--- src/rtl/csf_defs.svh ---
// constants for the cpu status flags low byte
// assumes inclusion by the status flags module and the property checker
`ifndef CSF_DEFS_SVH
`define CSF_DEFS_SVH
`define CSF_ADDR_W 4
`define CSF_ADDR_STATUS 4'h0
`define CSF_ADDR_CORE_CTRL 4'h1
`define CSF_ADDR_INT_CTRL1 4'h2
`define CSF_STATUS_RESET 16'h0000
`define CSF_CORE_CTRL_RESET 16'h0000
`define CSF_INT_CTRL1_RESET 16'h0000
`define CSF_IPL_HI 7
`define CSF_IPL_LO 5
`define CSF_RA_BIT 4
`define CSF_N_BIT 3
`define CSF_OV_BIT 2
`define CSF_Z_BIT 1
`define CSF_C_BIT 0
`define CSF_IPL_EXT_BIT 3
`define CSF_NEST_DIS_BIT 15
`define CSF_IPL_MAX 3'h7
`define CSF_LOW_BYTE_MASK 16'h00ff
`define CSF_EXT_MASK 16'h0008
`define CSF_NEST_MASK 16'h8000
`endif

--- src/rtl/csf_pkg.sv ---
// types for the cpu status flags low byte
// assumes csf_defs.svh is on the include path
package csf_pkg;
	typedef enum logic [1:0] {
		CSF_OP_NONE = 2'h0,
		CSF_OP_ADD = 2'h1,
		CSF_OP_SUB = 2'h3,
		CSF_OP_LOGIC = 2'h2
	} csf_op_t;
	typedef enum logic [1:0] {
		CSF_RPT_IDLE = 2'h0,
		CSF_RPT_RUN = 2'h1
	} csf_rpt_t;
endpackage

--- src/rtl/csf_alu_flags.sv ---
// flag arithmetic for one 16-bit alu result
// assumes operands and op come from the execution unit on the same clock
`timescale 1ns/1ns
`default_nettype none
module csf_alu_flags
	import csf_pkg::*;
(
	input wire logic [15:0] op_a_i,
	input wire logic [15:0] op_b_i,
	input wire csf_op_t op_i,
	input wire logic zero_prev_i,
	output logic neg_o,
	output logic ovf_o,
	output logic zero_o,
	output logic carry_o
);
	logic [16:0] sum;
	logic [15:0] res;
	logic sub_b;
	always_comb begin
		sub_b = (op_i == CSF_OP_SUB);
		sum = 17'h00000;
		res = 16'h0000;
		case (op_i)
			CSF_OP_ADD: sum = {1'b0, op_a_i} + {1'b0, op_b_i};
			CSF_OP_SUB: sum = {1'b0, op_a_i} + {1'b0, ~op_b_i} + 17'h00001;
			CSF_OP_LOGIC: sum = {1'b0, op_a_i & op_b_i};
			default: sum = 17'h00000;
		endcase
		res = sum[15:0];
		neg_o = res[15]; // RQ7
		ovf_o = (op_i == CSF_OP_ADD || op_i == CSF_OP_SUB) &&
			(op_a_i[15] == (op_b_i[15] ^ sub_b)) && (res[15] != op_a_i[15]); // RQ8
		zero_o = (op_i == CSF_OP_NONE) ? zero_prev_i : (res == 16'h0000); // RQ9
		carry_o = (op_i == CSF_OP_LOGIC) ? 1'b0 : sum[16]; // RQ10
	end
endmodule // csf_alu_flags
`default_nettype wire

--- src/rtl/csf_status_flags.sv ---
// cpu status register low byte with core control and nesting control
// assumes the execution unit and register port share clk_i
// assumes the interrupt controller reads the priority outputs directly
// each field of the low byte lives in its own flip-flops
//
// Notes on behaviour
// (RQ1) priority level field sits in bits 7 to 5, value n is level n.
// (RQ2) field value 7 blocks all user interrupts.
// (RQ3) extension bit sits above the field, adding 8 to the level.
// (RQ4) extension bit set disables all user interrupts.
// (RQ5) nesting disable set makes the priority field read-only.
// (RQ6) bit 4 is one only while a repeat loop runs.
// (RQ7) bit 3 set for a negative result, cleared otherwise.
// (RQ8) bit 2 set on signed overflow, cleared otherwise.
// (RQ9) bit 1 is sticky zero, cleared by a later non-zero result; the code also sets it on every zero result.
// (RQ10) bit 0 set on carry out of the top bit.
// (RQ11) clear-only bits may be read and cleared by software, never set.
// (RQ12) with nesting enabled, software priority writes take effect at once.
`include "csf_defs.svh"
`timescale 1ns/1ns
`default_nettype none
module csf_status_flags
	import csf_pkg::*;
(
	input wire logic clk_i,
	input wire logic sys_rst_i,
	input wire logic [`CSF_ADDR_W-1:0] addr_i,
	input wire logic [15:0] wdata_i,
	input wire logic wr_i,
	input wire logic rd_i,
	output logic [15:0] rdata_o,
	input wire logic [15:0] op_a_i,
	input wire logic [15:0] op_b_i,
	input wire csf_op_t op_i,
	input wire logic [13:0] rpt_count_i,
	input wire logic rpt_start_i,
	input wire logic [2:0] irq_level_i,
	input wire logic irq_pending_i,
	input wire logic [2:0] exc_level_i,
	input wire logic exc_take_i,
	output logic irq_accept_o,
	output logic [3:0] cpu_priority_o,
	output logic user_irq_disabled_o,
	output logic repeat_loop_active_o
);
	logic [2:0] prio_field_r;
	logic flag_neg_r;
	logic flag_ovf_r;
	logic flag_zero_r;
	logic flag_carry_r;
	logic ext_bit_r;
	logic nest_dis_r;
	logic [13:0] rpt_cnt_r;
	csf_rpt_t rpt_state_r;
	logic [15:0] rdata_r;
	logic rpt_running;
	logic rpt_last;
	logic [7:0] status_byte;
	logic [15:0] core_ctrl_word;
	logic [15:0] int_ctrl1_word;
	logic neg_w;
	logic ovf_w;
	logic zero_w;
	logic carry_w;
	logic op_live;
	logic wr_status;
	logic wr_core;
	logic wr_int1;
	logic prio_hw_ld;
	logic prio_sw_wr;
	logic priority_extension_bit;
	logic interrupt_nesting_disable;
	logic [2:0] cpu_priority_level_field;
	logic field_at_max;
	logic level_beats_field;

	// register index compare
	function automatic logic hit(
		input logic [`CSF_ADDR_W-1:0] a,
		input logic [`CSF_ADDR_W-1:0] b
	);
		hit = (a == b);
	endfunction

	// one bit of a reset constant
	function automatic logic bit_of(
		input logic [15:0] w,
		input int unsigned pos
	);
		bit_of = w[pos];
	endfunction

	// clear-only update, a zero clears and a one keeps
	function automatic logic clear_only(
		input logic cur,
		input logic wbit
	);
		clear_only = cur & wbit;
	endfunction

	// requested level strictly above the current one
	function automatic logic level_above(
		input logic [2:0] req,
		input logic [2:0] cur
	);
		level_above = (req > cur);
	endfunction

	// low byte of the status register
	function automatic logic [7:0] pack_status(
		input logic [2:0] field,
		input logic ra,
		input logic n,
		input logic ov,
		input logic z,
		input logic c
	);
		pack_status = 8'h00;
		pack_status[`CSF_IPL_HI:`CSF_IPL_LO] = field;
		pack_status[`CSF_RA_BIT] = ra;
		pack_status[`CSF_N_BIT] = n;
		pack_status[`CSF_OV_BIT] = ov;
		pack_status[`CSF_Z_BIT] = z;
		pack_status[`CSF_C_BIT] = c;
	endfunction

	// register read mux, unmapped indexes read zero
	function automatic logic [15:0] read_word(
		input logic [`CSF_ADDR_W-1:0] a,
		input logic [7:0] st,
		input logic [15:0] cc,
		input logic [15:0] ic
	);
		read_word = 16'h0000;
		case (a)
			`CSF_ADDR_STATUS: read_word = {8'h00, st} & `CSF_LOW_BYTE_MASK;
			`CSF_ADDR_CORE_CTRL: read_word = cc;
			`CSF_ADDR_INT_CTRL1: read_word = ic;
			default: read_word = 16'h0000;
		endcase
	endfunction

	assign wr_status = wr_i && hit(addr_i, `CSF_ADDR_STATUS);
	assign wr_core = wr_i && hit(addr_i, `CSF_ADDR_CORE_CTRL);
	assign wr_int1 = wr_i && hit(addr_i, `CSF_ADDR_INT_CTRL1);
	assign op_live = (op_i != CSF_OP_NONE);
	assign prio_hw_ld = exc_take_i;
	assign prio_sw_wr = wr_status && !interrupt_nesting_disable; // RQ5
	assign priority_extension_bit = ext_bit_r;
	assign interrupt_nesting_disable = nest_dis_r;
	assign cpu_priority_level_field = prio_field_r; // RQ1
	assign rpt_running = (rpt_state_r == CSF_RPT_RUN); // RQ6
	assign rpt_last = (rpt_cnt_r == 14'h0000);
	assign field_at_max = (cpu_priority_level_field == `CSF_IPL_MAX); // RQ2
	assign level_beats_field = level_above(irq_level_i, cpu_priority_level_field);
	assign status_byte = pack_status(prio_field_r, rpt_running, flag_neg_r, flag_ovf_r,
		flag_zero_r, flag_carry_r);

	// control words as software sees them
	always_comb begin
		core_ctrl_word = 16'h0000;
		core_ctrl_word[`CSF_IPL_EXT_BIT] = ext_bit_r;
		int_ctrl1_word = 16'h0000;
		int_ctrl1_word[`CSF_NEST_DIS_BIT] = nest_dis_r;
	end

	// flag arithmetic
	csf_alu_flags u_alu (
		.op_a_i(op_a_i),
		.op_b_i(op_b_i),
		.op_i(op_i),
		.zero_prev_i(flag_zero_r),
		.neg_o(neg_w),
		.ovf_o(ovf_w),
		.zero_o(zero_w),
		.carry_o(carry_w)
	);

	// priority field, a hardware load beats a software write
	always_ff @(posedge clk_i) begin
		if (sys_rst_i) begin
			prio_field_r <= 3'(`CSF_STATUS_RESET >> `CSF_IPL_LO);
		end else if (prio_hw_ld) begin
			prio_field_r <= exc_level_i;
		end else if (prio_sw_wr) begin // RQ5
			prio_field_r <= wdata_i[`CSF_IPL_HI:`CSF_IPL_LO]; // RQ12
		end
	end

	// negative flag, an op beats a software clear
	always_ff @(posedge clk_i) begin
		if (sys_rst_i) begin
			flag_neg_r <= bit_of(`CSF_STATUS_RESET, `CSF_N_BIT);
		end else if (op_live) begin
			flag_neg_r <= neg_w; // RQ7
		end else if (wr_status) begin
			flag_neg_r <= clear_only(flag_neg_r, wdata_i[`CSF_N_BIT]); // RQ11
		end
	end

	// overflow flag, an op beats a software clear
	always_ff @(posedge clk_i) begin
		if (sys_rst_i) begin
			flag_ovf_r <= bit_of(`CSF_STATUS_RESET, `CSF_OV_BIT);
		end else if (op_live) begin
			flag_ovf_r <= ovf_w; // RQ8
		end else if (wr_status) begin
			flag_ovf_r <= clear_only(flag_ovf_r, wdata_i[`CSF_OV_BIT]); // RQ11
		end
	end

	// zero flag, set by every zero result, an op beats a software clear
	always_ff @(posedge clk_i) begin
		if (sys_rst_i) begin
			flag_zero_r <= bit_of(`CSF_STATUS_RESET, `CSF_Z_BIT);
		end else if (op_live) begin
			flag_zero_r <= zero_w; // RQ9
		end else if (wr_status) begin
			flag_zero_r <= clear_only(flag_zero_r, wdata_i[`CSF_Z_BIT]); // RQ11
		end
	end

	// carry flag, an op beats a software clear
	always_ff @(posedge clk_i) begin
		if (sys_rst_i) begin
			flag_carry_r <= bit_of(`CSF_STATUS_RESET, `CSF_C_BIT);
		end else if (op_live) begin
			flag_carry_r <= carry_w; // RQ10
		end else if (wr_status) begin
			flag_carry_r <= clear_only(flag_carry_r, wdata_i[`CSF_C_BIT]); // RQ11
		end
	end

	// priority extension bit in core control
	always_ff @(posedge clk_i) begin
		if (sys_rst_i) begin
			ext_bit_r <= bit_of(`CSF_CORE_CTRL_RESET, `CSF_IPL_EXT_BIT);
		end else if (wr_core) begin
			ext_bit_r <= wdata_i[`CSF_IPL_EXT_BIT]; // RQ3
		end
	end

	// nesting disable in interrupt control 1
	always_ff @(posedge clk_i) begin
		if (sys_rst_i) begin
			nest_dis_r <= bit_of(`CSF_INT_CTRL1_RESET, `CSF_NEST_DIS_BIT);
		end else if (wr_int1) begin
			nest_dis_r <= wdata_i[`CSF_NEST_DIS_BIT]; // RQ5
		end
	end

	// repeat loop state, runs for count plus one cycles
	always_ff @(posedge clk_i) begin
		if (sys_rst_i) begin
			rpt_state_r <= CSF_RPT_IDLE;
		end else begin
			case (rpt_state_r)
				CSF_RPT_IDLE: begin
					if (rpt_start_i) begin
						rpt_state_r <= CSF_RPT_RUN; // RQ6
					end
				end
				CSF_RPT_RUN: begin
					if (rpt_last) begin
						rpt_state_r <= CSF_RPT_IDLE; // RQ6
					end
				end
				default: rpt_state_r <= CSF_RPT_IDLE;
			endcase
		end
	end

	// repeat iteration counter
	always_ff @(posedge clk_i) begin
		if (sys_rst_i) begin
			rpt_cnt_r <= 14'h0000;
		end else if (!rpt_running && rpt_start_i) begin
			rpt_cnt_r <= rpt_count_i;
		end else if (rpt_running && !rpt_last) begin
			rpt_cnt_r <= rpt_cnt_r - 14'h0001;
		end
	end

	// interrupt acceptance
	always_comb begin
		cpu_priority_o = {priority_extension_bit, cpu_priority_level_field}; // RQ3
		user_irq_disabled_o = priority_extension_bit || // RQ4
			field_at_max; // RQ2
		irq_accept_o = irq_pending_i && !user_irq_disabled_o && level_beats_field; // RQ12
		repeat_loop_active_o = rpt_running; // RQ6
	end

	// register read port, data stand one cycle after the strobe
	always_ff @(posedge clk_i) begin
		if (sys_rst_i) begin
			rdata_r <= 16'h0000;
		end else if (rd_i) begin
			rdata_r <= read_word(addr_i, status_byte, core_ctrl_word, int_ctrl1_word);
		end else begin
			rdata_r <= 16'h0000;
		end
	end

	assign rdata_o = rdata_r;
endmodule // csf_status_flags
`default_nettype wire

--- config.mk ---
export PLATFORM = sky130hd
export DESIGN_NAME = csf_status_flags
export DESIGN_NICKNAME = d
export VERILOG_FILES = /design/src/rtl/csf_pkg.sv /design/src/rtl/csf_alu_flags.sv /design/src/rtl/csf_status_flags.sv
export VERILOG_INCLUDE_DIRS = /design/src /design/src/rtl
export SDC_FILE = /design/constraint.sdc
export NUM_CORES = 1
export LEC_CHECK = 0
export BUFFER_PORTS_ARGS = -buffer_cell sky130_fd_sc_hd__buf_2
export CELL_PAD_IN_SITES_DETAIL_PLACEMENT = 0
export CELL_PAD_IN_SITES_GLOBAL_PLACEMENT = 1
export CORE_MARGIN = 5
export CORE_UTILIZATION = 30
export DETAILED_ROUTE_END_ITERATION = 10
export MAX_ROUTING_LAYER = met4
export PLACE_DENSITY = 0.67
export SLEW_MARGIN = 20
export SYNTH_ARGS = -nofsm -noshare
export SYNTH_HDL_FRONTEND = slang
export SYNTH_SLANG_ARGS = --single-unit
--- constraint.sdc ---
create_clock -name clk_i -period 6.6 [get_ports clk_i]
set_input_delay 1.32 -clock clk_i [delete_from_list [all_inputs] [get_ports clk_i]]
set_output_delay 1.32 -clock clk_i [all_outputs]
set_load 0.005 [all_outputs]
==> metrics.cfg, run 1 <==
[outcome]
status=finished clean

[placement]
post-dp-hpwl_um=8220
numPortBuffers=88
place_congestion=0.890
dp_slack_ns=2.64
place_area_um2=4010

[worst_setup_path]
reg2reg_depth=10
start_kind=primary input
worstPathRequired_ns=6.80
reg2reg_slack_ns=4.13
path_class=in2reg
cp-endpoint=flag_zero_r$_SDFFE_PP0P_
crit_path_start=op_a_i[6]
r2r-start=rpt_cnt_r[0]$_SDFFE_PP0P_
r2r_end=rpt_cnt_r[13]$_SDFFE_PP0P_
worstSetupEndpointType=flip-flop
worstPathMaxFanout=11
crit_arrival_ns=3.91

[drt]
wirelength_um=10100
ant_nets=0
route.vias.total=3551
via_per_inst=5.18
drt_pass1_iterations=4
drt_iter0_markers=213
drc_errors=0
wl_per_cell_um=14.8

[synth]
synthMuxAreaShare=0.0256
async_flop_share=0
synth-seq-cells=33
post_synth_and_or_nand_nor_area_fraction=0.257
syn-mean-instance-area_um2=7.52
seq_area_frac_synth=0.187
synth_fa_ha_area_frac=0.143
synth-compound-area-share=0.258
yosys.cell_types.count=69
synth_cells=469
synth_top_family_by_area=compound AO/OA/AOI/OAI gates
yosysWarningCount=0
synth_top_area_share=0.187
synthXorXnorAreaFrac=0.0472
yosysTopAreaCell=dfxtp_1
synth_top_flop_cell=dfxtp_1
synth_area_leaders=dfxtp_1 (19%), ha_1 (13%), nor2_1 (5.1%)
syn_area_um2=3530
synth-edff-count=0

[final_layout]
final_common_cell=buf_2
area_growth_pct=18.6
nNetsFinal=661
antenna_cells=0
finalCoreUtilization=0.365
drive_gt1_frac=0.203
fillerInstances=1250
layout_common_cells=buf_2 (88), nor2_1 (48), ha_1 (37)
fin_area_um2=4180

[pwr]
switching_share=0.325
p_int_uw=513
pwr-share-clk=0.351
power_leakage_uw=0.00185
power_frac_seq=0.298
power_density_nw_per_um2=182
p_comb_frac=0.351
ir_drop_mv=0.123
switchingPower_uw=247

[cts]
post_cts_resized=0
cts_tree=done
clockBufferDepth=2
clk-insertion-delay-late_ns=0.27
cts_buffers=5
post_cts.repair.setup_buffers=0
cts-root-buf=clkbuf_16
hold_buffers=0
clk_pin_slew_ns=0.05
cts.sinks=33
cts.htree.levels=2

[timing]
drv_slew=0
fin_crit_sh=0.562
relSlewSlack=0.473
tns_ns=0
tightest_slew_ns=0.789
final.min_clock_period_ns=3.71
hold_viol_final=0
fin_ws_ns=2.89
rsz0062_at_grt=false
setup_violations=0
finClkSkew_ns=0.00418
max_freq_ghz=0.270

[floorplan]
die_h_um=118
die_area_um2=14000
coreArea_um2=11500
ios=104
start_util=0.307
die_w_um=118
fp-row-count=39

[grt]
grt_use_total=0.143
antenna_found_initial=0
grt_max_degree=26
grt_pass1_wl_um=16700
gr-total-overflow=0
grt_pass1_vias=3412

[min_path]
hold_class=reg2reg

[job]
maxCapViolations=0

-- synth_stat cells (5+ instances only) --
master	number
buf_2	11
o21ai_0	20
xor2_1	8
nand3_1	11
nor2_1	48
nand2_1	27
inv_1	34
mux2i_1	9
dfxtp_1	33
ha_1	37
o211ai_1	5
a211oi_1	15
nor4_1	10
nand4_1	5
and2_1	5
nor3b_1	5
nor3_1	28
a21oi_1	32
xnor2_1	11
nand2b_1	7
buf_4	10
clkbuf_1	8
nor2b_1	10
o21ai_1	6
-- metrics by stage --
stage / cells / total power (uW) / hold WS [ns]
after floorplan: 475 / 423 / 0.430
after global routing: 685 / 812 / 0.480
after detailed placement: 677 / 495 / 0.455
after global placement: 677 / 494 / 0.440
after CTS: 685 / 764 / 0.466
final: 685 / 759 / 0.462
-- power groups by stage --
stage	combinational [uW]	clock, uW	sequential [uW]
after floorplan	196	0	227
after detailed placement	265	0	230
after CTS	266	272	226
final	267	266	226
after global placement	264	0	230
after global routing	300	283	229
-- registers in the layout, indices dropped and copies added, names as in the netlist --
| name | flops |
|---|---|
| interrupt_nesting_disable | 1 |
| ext_bit_r | 1 |
| cpu_priority_level_field | 3 |
| flag_neg_r | 1 |
| flag_ovf_r | 1 |
| rdata_o | 9 |
| rpt_cnt_r | 14 |
| flag_carry_r | 1 |
| flag_zero_r | 1 |
| rpt_state_r | 1 |
-- worst max-delay path, stage by stage --
cell       delay (ns)
buf_2            0.11
ha_1             0.43
nand2_1          0.13
or4b_1           0.46
o21ai_1          0.33
a211oi_1         0.14
xnor2_1          0.36
o211a_1          0.25
o2111ai_1        0.20
a21oi_2          0.18
-- area by class of cell --
class / count / area (um2) / share of cell area
multi-input cells: 379 / 2600 / 0.622
flip-flops and latches: 33 / 661 / 0.158
clock inverters: 1 / 30.0 / 0.00718
inverters: 34 / 128 / 0.0305
repair buffers: 88 / 440 / 0.105
clock buffers: 7 / 143 / 0.0341
well taps: 143 / 179 / 0.0428
-- worst min-delay path by stage --
| stage | start | end | slack, ns | cells after the start |
|---|---|---|---|---|
| 6_report | flag_zero_r$_SDFFE_PP0P_ | rdata_o[1]$_SDFF_PP0_ | 0.46 | 1 |
| 5_1_grt | flag_ovf_r$_SDFFE_PP0P_ | rdata_o[2]$_SDFF_PP0_ | 0.48 | 1 |
| 4_1_cts | flag_ovf_r$_SDFFE_PP0P_ | rdata_o[2]$_SDFF_PP0_ | 0.47 | 1 |
| 3_5_place_dp | flag_ovf_r$_SDFFE_PP0P_ | rdata_o[2]$_SDFF_PP0_ | 0.45 | 1 |
| 3_3_place_gp | flag_carry_r$_SDFFE_PP0P_ | rdata_o[0]$_SDFF_PP0_ | 0.44 | 1 |
| 2_1_floorplan | flag_carry_r$_SDFFE_PP0P_ | rdata_o[0]$_SDFF_PP0_ | 0.43 | 1 |
-- routing by layer --
| metal | up-vias | GRT usage | part of all wire |
|---|---|---|---|
| li1 | 1829 | - | - |
| met1 | 1612 | 0.204 | 0.50 |
| met2 | 102 | 0.213 | 0.43 |
| met3 | 8 | 0.0258 | 0.053 |
| met4 | 0 | 0.0283 | 0.010 |
| met5 | - | - | 0 |
-- kinds of logic (layout without fill, tap and decap cells) --
family / Yosys count / count (layout)
XOR/XNOR: 19 / 19
AO/OA/AOI/OAI: 130 / 130
adder cells (fa/ha/maj): 39 / 39
multiplexers: 9 / 9
flip-flops: 33 / 33
AND/OR/NAND/NOR: 175 / 175
other: 1 / 7
buffers and inverters: 63 / 130
Note: power is estimated with default switching activity, not from simulation.
==> run 2, diff against run 1 <==
clock period = 3.5 ns   (was 6.6 ns; I/O delays follow)
==> run 2 against run 1 <==
  * Final area grew 0.72%
  * Critical path depth unchanged
  * Register-to-register slack got worse by 3.2 ns
  * Critical path type unchanged
  * Largest cell class unchanged
==> metrics.cfg, run 2 (synthesized netlist as in run 1, its figures left out) <==
[timing]
relSlewSlack=0.482
hold_slack_ns=0.453
finClkSkew_ns=0.00585
setup_violations=0
max_freq_ghz=0.331
drv_slew=0
hold_viol_final=0
fin_crit_sh=0.863
tightest_slew_ns=0.776
rsz0062_at_grt=false
final.min_clock_period_ns=3.02
tns_ns=0
fin_ws_ns=0.478

[worst_setup_path]
slowest_stage=ha_1
path_class=in2reg
path_delay_family=compound AO/OA/AOI/OAI gates
crit_arrival_ns=3.22
r2r_end=rpt_cnt_r[13]$_SDFFE_PP0P_
reg2reg_depth=10
worstSetupEndpointType=flip-flop
worstPathMaxFanout=18
path_buf_inv=1
slowest_delay_ns=0.53
start_kind=primary input
path_cells=buf_2, ha_1, nor3_2, o21ai_1, a311oi_1, a311oi_1, mux2i_1, nand3_1, o41a_1, a21oi_2
crit_top_cell=a311oi_1
worstPathRequired_ns=3.70
r2r-start=rpt_cnt_r[0]$_SDFFE_PP0P_
reg2reg_slack_ns=0.96

[min_path]
hold_class=reg2reg
whs_path_depth=1
whs_endpoint=rdata_o[1]$_SDFF_PP0_
min-delay-start=flag_zero_r$_SDFFE_PP0P_

[final_layout]
layout_common_cells=buf_2 (88), nor2_1 (48), ha_1 (37)
area_growth_pct=19.4
final-instance-count-excl-fill=689
drive_gt1_frac=0.209
multi_input_area_um2=2600
nNetsFinal=665
fin_area_um2=4210
final_common_cell=buf_2
seqCellArea_um2=661
antenna_cells=0
regMostFlops=rpt_cnt_r
fillerInstances=1208
largest_reg_flops=14

[drt]
via_per_inst=5.21
wirelength_um=10100
drt_pass1_iterations=4
route.vias.total=3588
drt_iter0_markers=275
ant_nets=0
drc_errors=0
wl_per_cell_um=14.7

[floorplan]
fp-row-count=39
ios=104
die_area_um2=14000
die_w_um=118
die_h_um=118
coreArea_um2=11500
start_util=0.307

[pwr]
p_comb_frac=0.355
power_leakage_uw=0.00187
power_density_nw_per_um2=343
p_int_uw=974
power_frac_seq=0.296
ir_drop_mv=0.228
pwr-share-clk=0.349
switchingPower_uw=469
switching_share=0.325

[cts]
clk-insertion-delay-late_ns=0.27
cts_buffers=5
cts.htree.levels=2
post_cts_resized=0
hold_buffers=0
clk_pin_slew_ns=0.05
cts-root-buf=clkbuf_16
post_cts.repair.setup_buffers=0
cts_tree=done
clockBufferDepth=2
cts.sinks=33

[placement]
dp_slack_ns=0.242
place_congestion=0.873
numPortBuffers=88
post-dp-hpwl_um=8300
place_area_um2=4040
dp_cells=681

[outcome]
status=finished clean

[grt]
antenna_found_initial=0
grt_pass1_vias=3335
grt_use_total=0.144
grt_max_degree=26
grt_pass1_wl_um=16700
gr-total-overflow=0

[job]
maxCapViolations=0

[run 2: changes by cell type in the layout (fill, tap and decap cells not counted)]
cell / before / now
buf_4: 0 / 4
[run 2: power by group through the flow]
stage | sequential [uW] | clock (uW) | combinational (uW)
2_1_floorplan | 429 | 0 | 369
3_3_place_gp | 433 | 0 | 507
3_5_place_dp | 434 | 0 | 508
4_1_cts | 426 | 514 | 511
5_1_grt | 431 | 534 | 573
6_report | 426 | 503 | 513
[run 2: per-layer routing]
metal / vias up / global-route usage / part of all wire
met5: - / - / 0
met4: 0 / 0.0276 / 0.0073
met3: 6 / 0.0215 / 0.053
met2: 107 / 0.216 / 0.44
met1: 1638 / 0.206 / 0.50
li1: 1837 / - / -
[run 2: through the flow]
| stage | util | power [uW] |
|---|---|---|
| floorplan | - | 798 |
| global placement | 0.352 | 940 |
| detailed placement | 0.352 | 942 |
| CTS | 0.367 | 1450 |
| global route | 0.367 | 1540 |
| finish | 0.367 | 1440 |
[run 2: how the worst max path moves through the flow]
| stage | startpoint | to | cells past startpoint |
|---|---|---|---|
| finish | op_a_i[9] | flag_zero_r$_SDFFE_PP0P_ | 10 |
| global route | op_a_i[0] | flag_zero_r$_SDFFE_PP0P_ | 12 |
| CTS | op_a_i[0] | flag_zero_r$_SDFFE_PP0P_ | 12 |
| detailed placement | op_a_i[0] | flag_zero_r$_SDFFE_PP0P_ | 12 |
| global placement | op_a_i[0] | flag_zero_r$_SDFFE_PP0P_ | 12 |
| floorplan | op_a_i[0] | flag_zero_r$_SDFFE_PP0P_ | 11 |
[run 2: layout make-up]
type / instances / area share
clock buffers: 7 / 0.0339
clock inverters: 1 / 0.00713
inverters: 34 / 0.0303
multi-input cells: 379 / 0.618
flip-flops and latches: 33 / 0.157
well taps: 143 / 0.0425
repair buffers: 92 / 0.112
[run 2: worst reg2reg max path: cells and delay by family, from the launching register on]
family | cells | cell delay, ns
compound gates | 2 | 0.48
xor+xnor | 1 | 0.17
fa+ha+maj | 1 | 0.21
buf+inv | 1 | 0.08
flops | 1 | 0.34
simple gates | 5 | 1.09
==> run 3, diff against run 2 <==
PLACE_DENSITY = 0.76   (was 0.67)
==> run 3 against run 2 <==
  * Count of clock-buffer cells in the layout is the same
  * Non-clock buffer count shrank 2
  * Via count grew 2.0%
  * Final area shrank 1.1%
  * Routed wire length shrank 1.8%
  * Largest cell class unchanged
==> metrics.cfg, run 3 (synthesized netlist as in run 1, its figures left out) <==
[worst_setup_path]
reg2reg_depth=10
r2r-start=rpt_cnt_r[0]$_SDFFE_PP0P_
worstPathRequired_ns=3.71
path_class=in2reg
crit_arrival_ns=3.20
slowest_delay_ns=0.39
worstPathMaxFanout=3
reg2reg_slack_ns=1.07
worstSetupEndpointType=flip-flop
slowest_stage=fa_1
r2r_end=rpt_cnt_r[13]$_SDFFE_PP0P_
path_cells=buf_2, inv_1, ha_1, fa_1, nand2b_1, a21boi_0, o221ai_1, nor3_1, nand4_1, nor4_1, o2111ai_1, a21oi_2
start_kind=primary input

[pwr]
power_density_nw_per_um2=326
power_leakage_uw=0.00184
ir_drop_mv=0.325

[placement]
numPortBuffers=88
post-dp-hpwl_um=8160
dp_slack_ns=0.268
place_congestion=0.839

[outcome]
status=finished clean

[grt]
grt_pass1_wl_um=16500
grt_use_total=0.140
gr-total-overflow=0
grt_max_degree=26
antenna_found_initial=0
grt_pass1_vias=3442

[cts]
cts.sinks=33
cts.htree.levels=2
clk_pin_slew_ns=0.05
post_cts_resized=0
cts-root-buf=clkbuf_16
hold_buffers=0
clockBufferDepth=2
cts_buffers=5
cts_tree=done
post_cts.repair.setup_buffers=0
clk-insertion-delay-late_ns=0.27

[drt]
drc_errors=0
via_per_inst=5.34
wl_per_cell_um=14.5
drt_pass1_iterations=5
drt_iter0_markers=221
route.vias.total=3660
wirelength_um=9950
ant_nets=0

[timing]
drv_slew=0
fin_crit_sh=0.854
rsz0062_at_grt=false
final.min_clock_period_ns=2.99
tns_ns=0
finClkSkew_ns=0.00443
setup_violations=0
relSlewSlack=0.492
fin_ws_ns=0.509
hold_viol_final=0
tightest_slew_ns=0.760
max_freq_ghz=0.334

[min_path]
whs_path_depth=1
min-delay-start=flag_zero_r$_SDFFE_PP0P_
hold_class=reg2reg
whs_endpoint=rdata_o[1]$_SDFF_PP0_

[final_layout]
layout_common_cells=buf_2 (88), nor2_1 (48), ha_1 (37)
drive_gt1_frac=0.204
largest_reg_flops=14
regMostFlops=rpt_cnt_r
area_growth_pct=18.1
antenna_cells=0
nNetsFinal=663
final_common_cell=buf_2

[floorplan]
ios=104
die_area_um2=14000
fp-row-count=39
start_util=0.307
die_h_um=118
die_w_um=118
coreArea_um2=11500

[job]
maxCapViolations=0

run 3: area by class of cell:
class	count	area (um2)
clock buffer	7	143
fill	1234	7300
inverter	34	128
multi-input combinational	379	2600
sequential	33	661
tap	143	179
timing repair buffer	90	455
run 3: stage by stage:
stage / utilization / total power [uW] / hold slack, ns / cells / cell area [um2]
6_report: 0.363 / 1360 / 0.455 / 686 / 4170
5_1_grt: 0.363 / 1450 / 0.475 / 686 / 4170
4_1_cts: 0.363 / 1370 / 0.457 / 686 / 4170
3_5_place_dp: 0.351 / 938 / 0.446 / 679 / 4020
3_3_place_gp: 0.351 / 931 / 0.445 / 679 / 4020
2_1_floorplan: - / 798 / 0.430 / 475 / 3550
run 3: how the worst max path moves through the flow:
stage	start	cells past startpoint	to	slack [ns]
finish	op_a_i[0]	12	flag_zero_r$_SDFFE_PP0P_	0.51
global route	op_a_i[0]	12	flag_zero_r$_SDFFE_PP0P_	0.32
CTS	op_a_i[0]	12	flag_zero_r$_SDFFE_PP0P_	0.55
detailed placement	op_a_i[0]	12	flag_zero_r$_SDFFE_PP0P_	0.27
global placement	op_b_i[7]	11	flag_zero_r$_SDFFE_PP0P_	0.30
floorplan	op_a_i[0]	11	flag_zero_r$_SDFFE_PP0P_	0.72
run 3: layer usage:
metal,part of all wire,vias to the layer above,wire length [um],track usage
met5,0,-,0,-
met4,0.0065,0,65,0.0241
met3,0.064,6,641,0.0205
met2,0.45,128,4440,0.221
met1,0.48,1699,4810,0.194
li1,-,1827,-,-
run 3: critical path: cells and delay by family:
family / cells / cell delay (ns)
adders and majority gates: 2 / 0.60
buffers and inverters: 2 / 0.16
and+or+nand+nor: 4 / 0.74
AOI/OAI and AO/OA: 4 / 1.00
run 3: power breakdown:
group          switching, uW  internal, uW  leakage [uW]
Sequential              25.3           402      0.000271
Clock                    145           279     0.0000700
Combinational            294           213       0.00150
Total                    464           894       0.00184
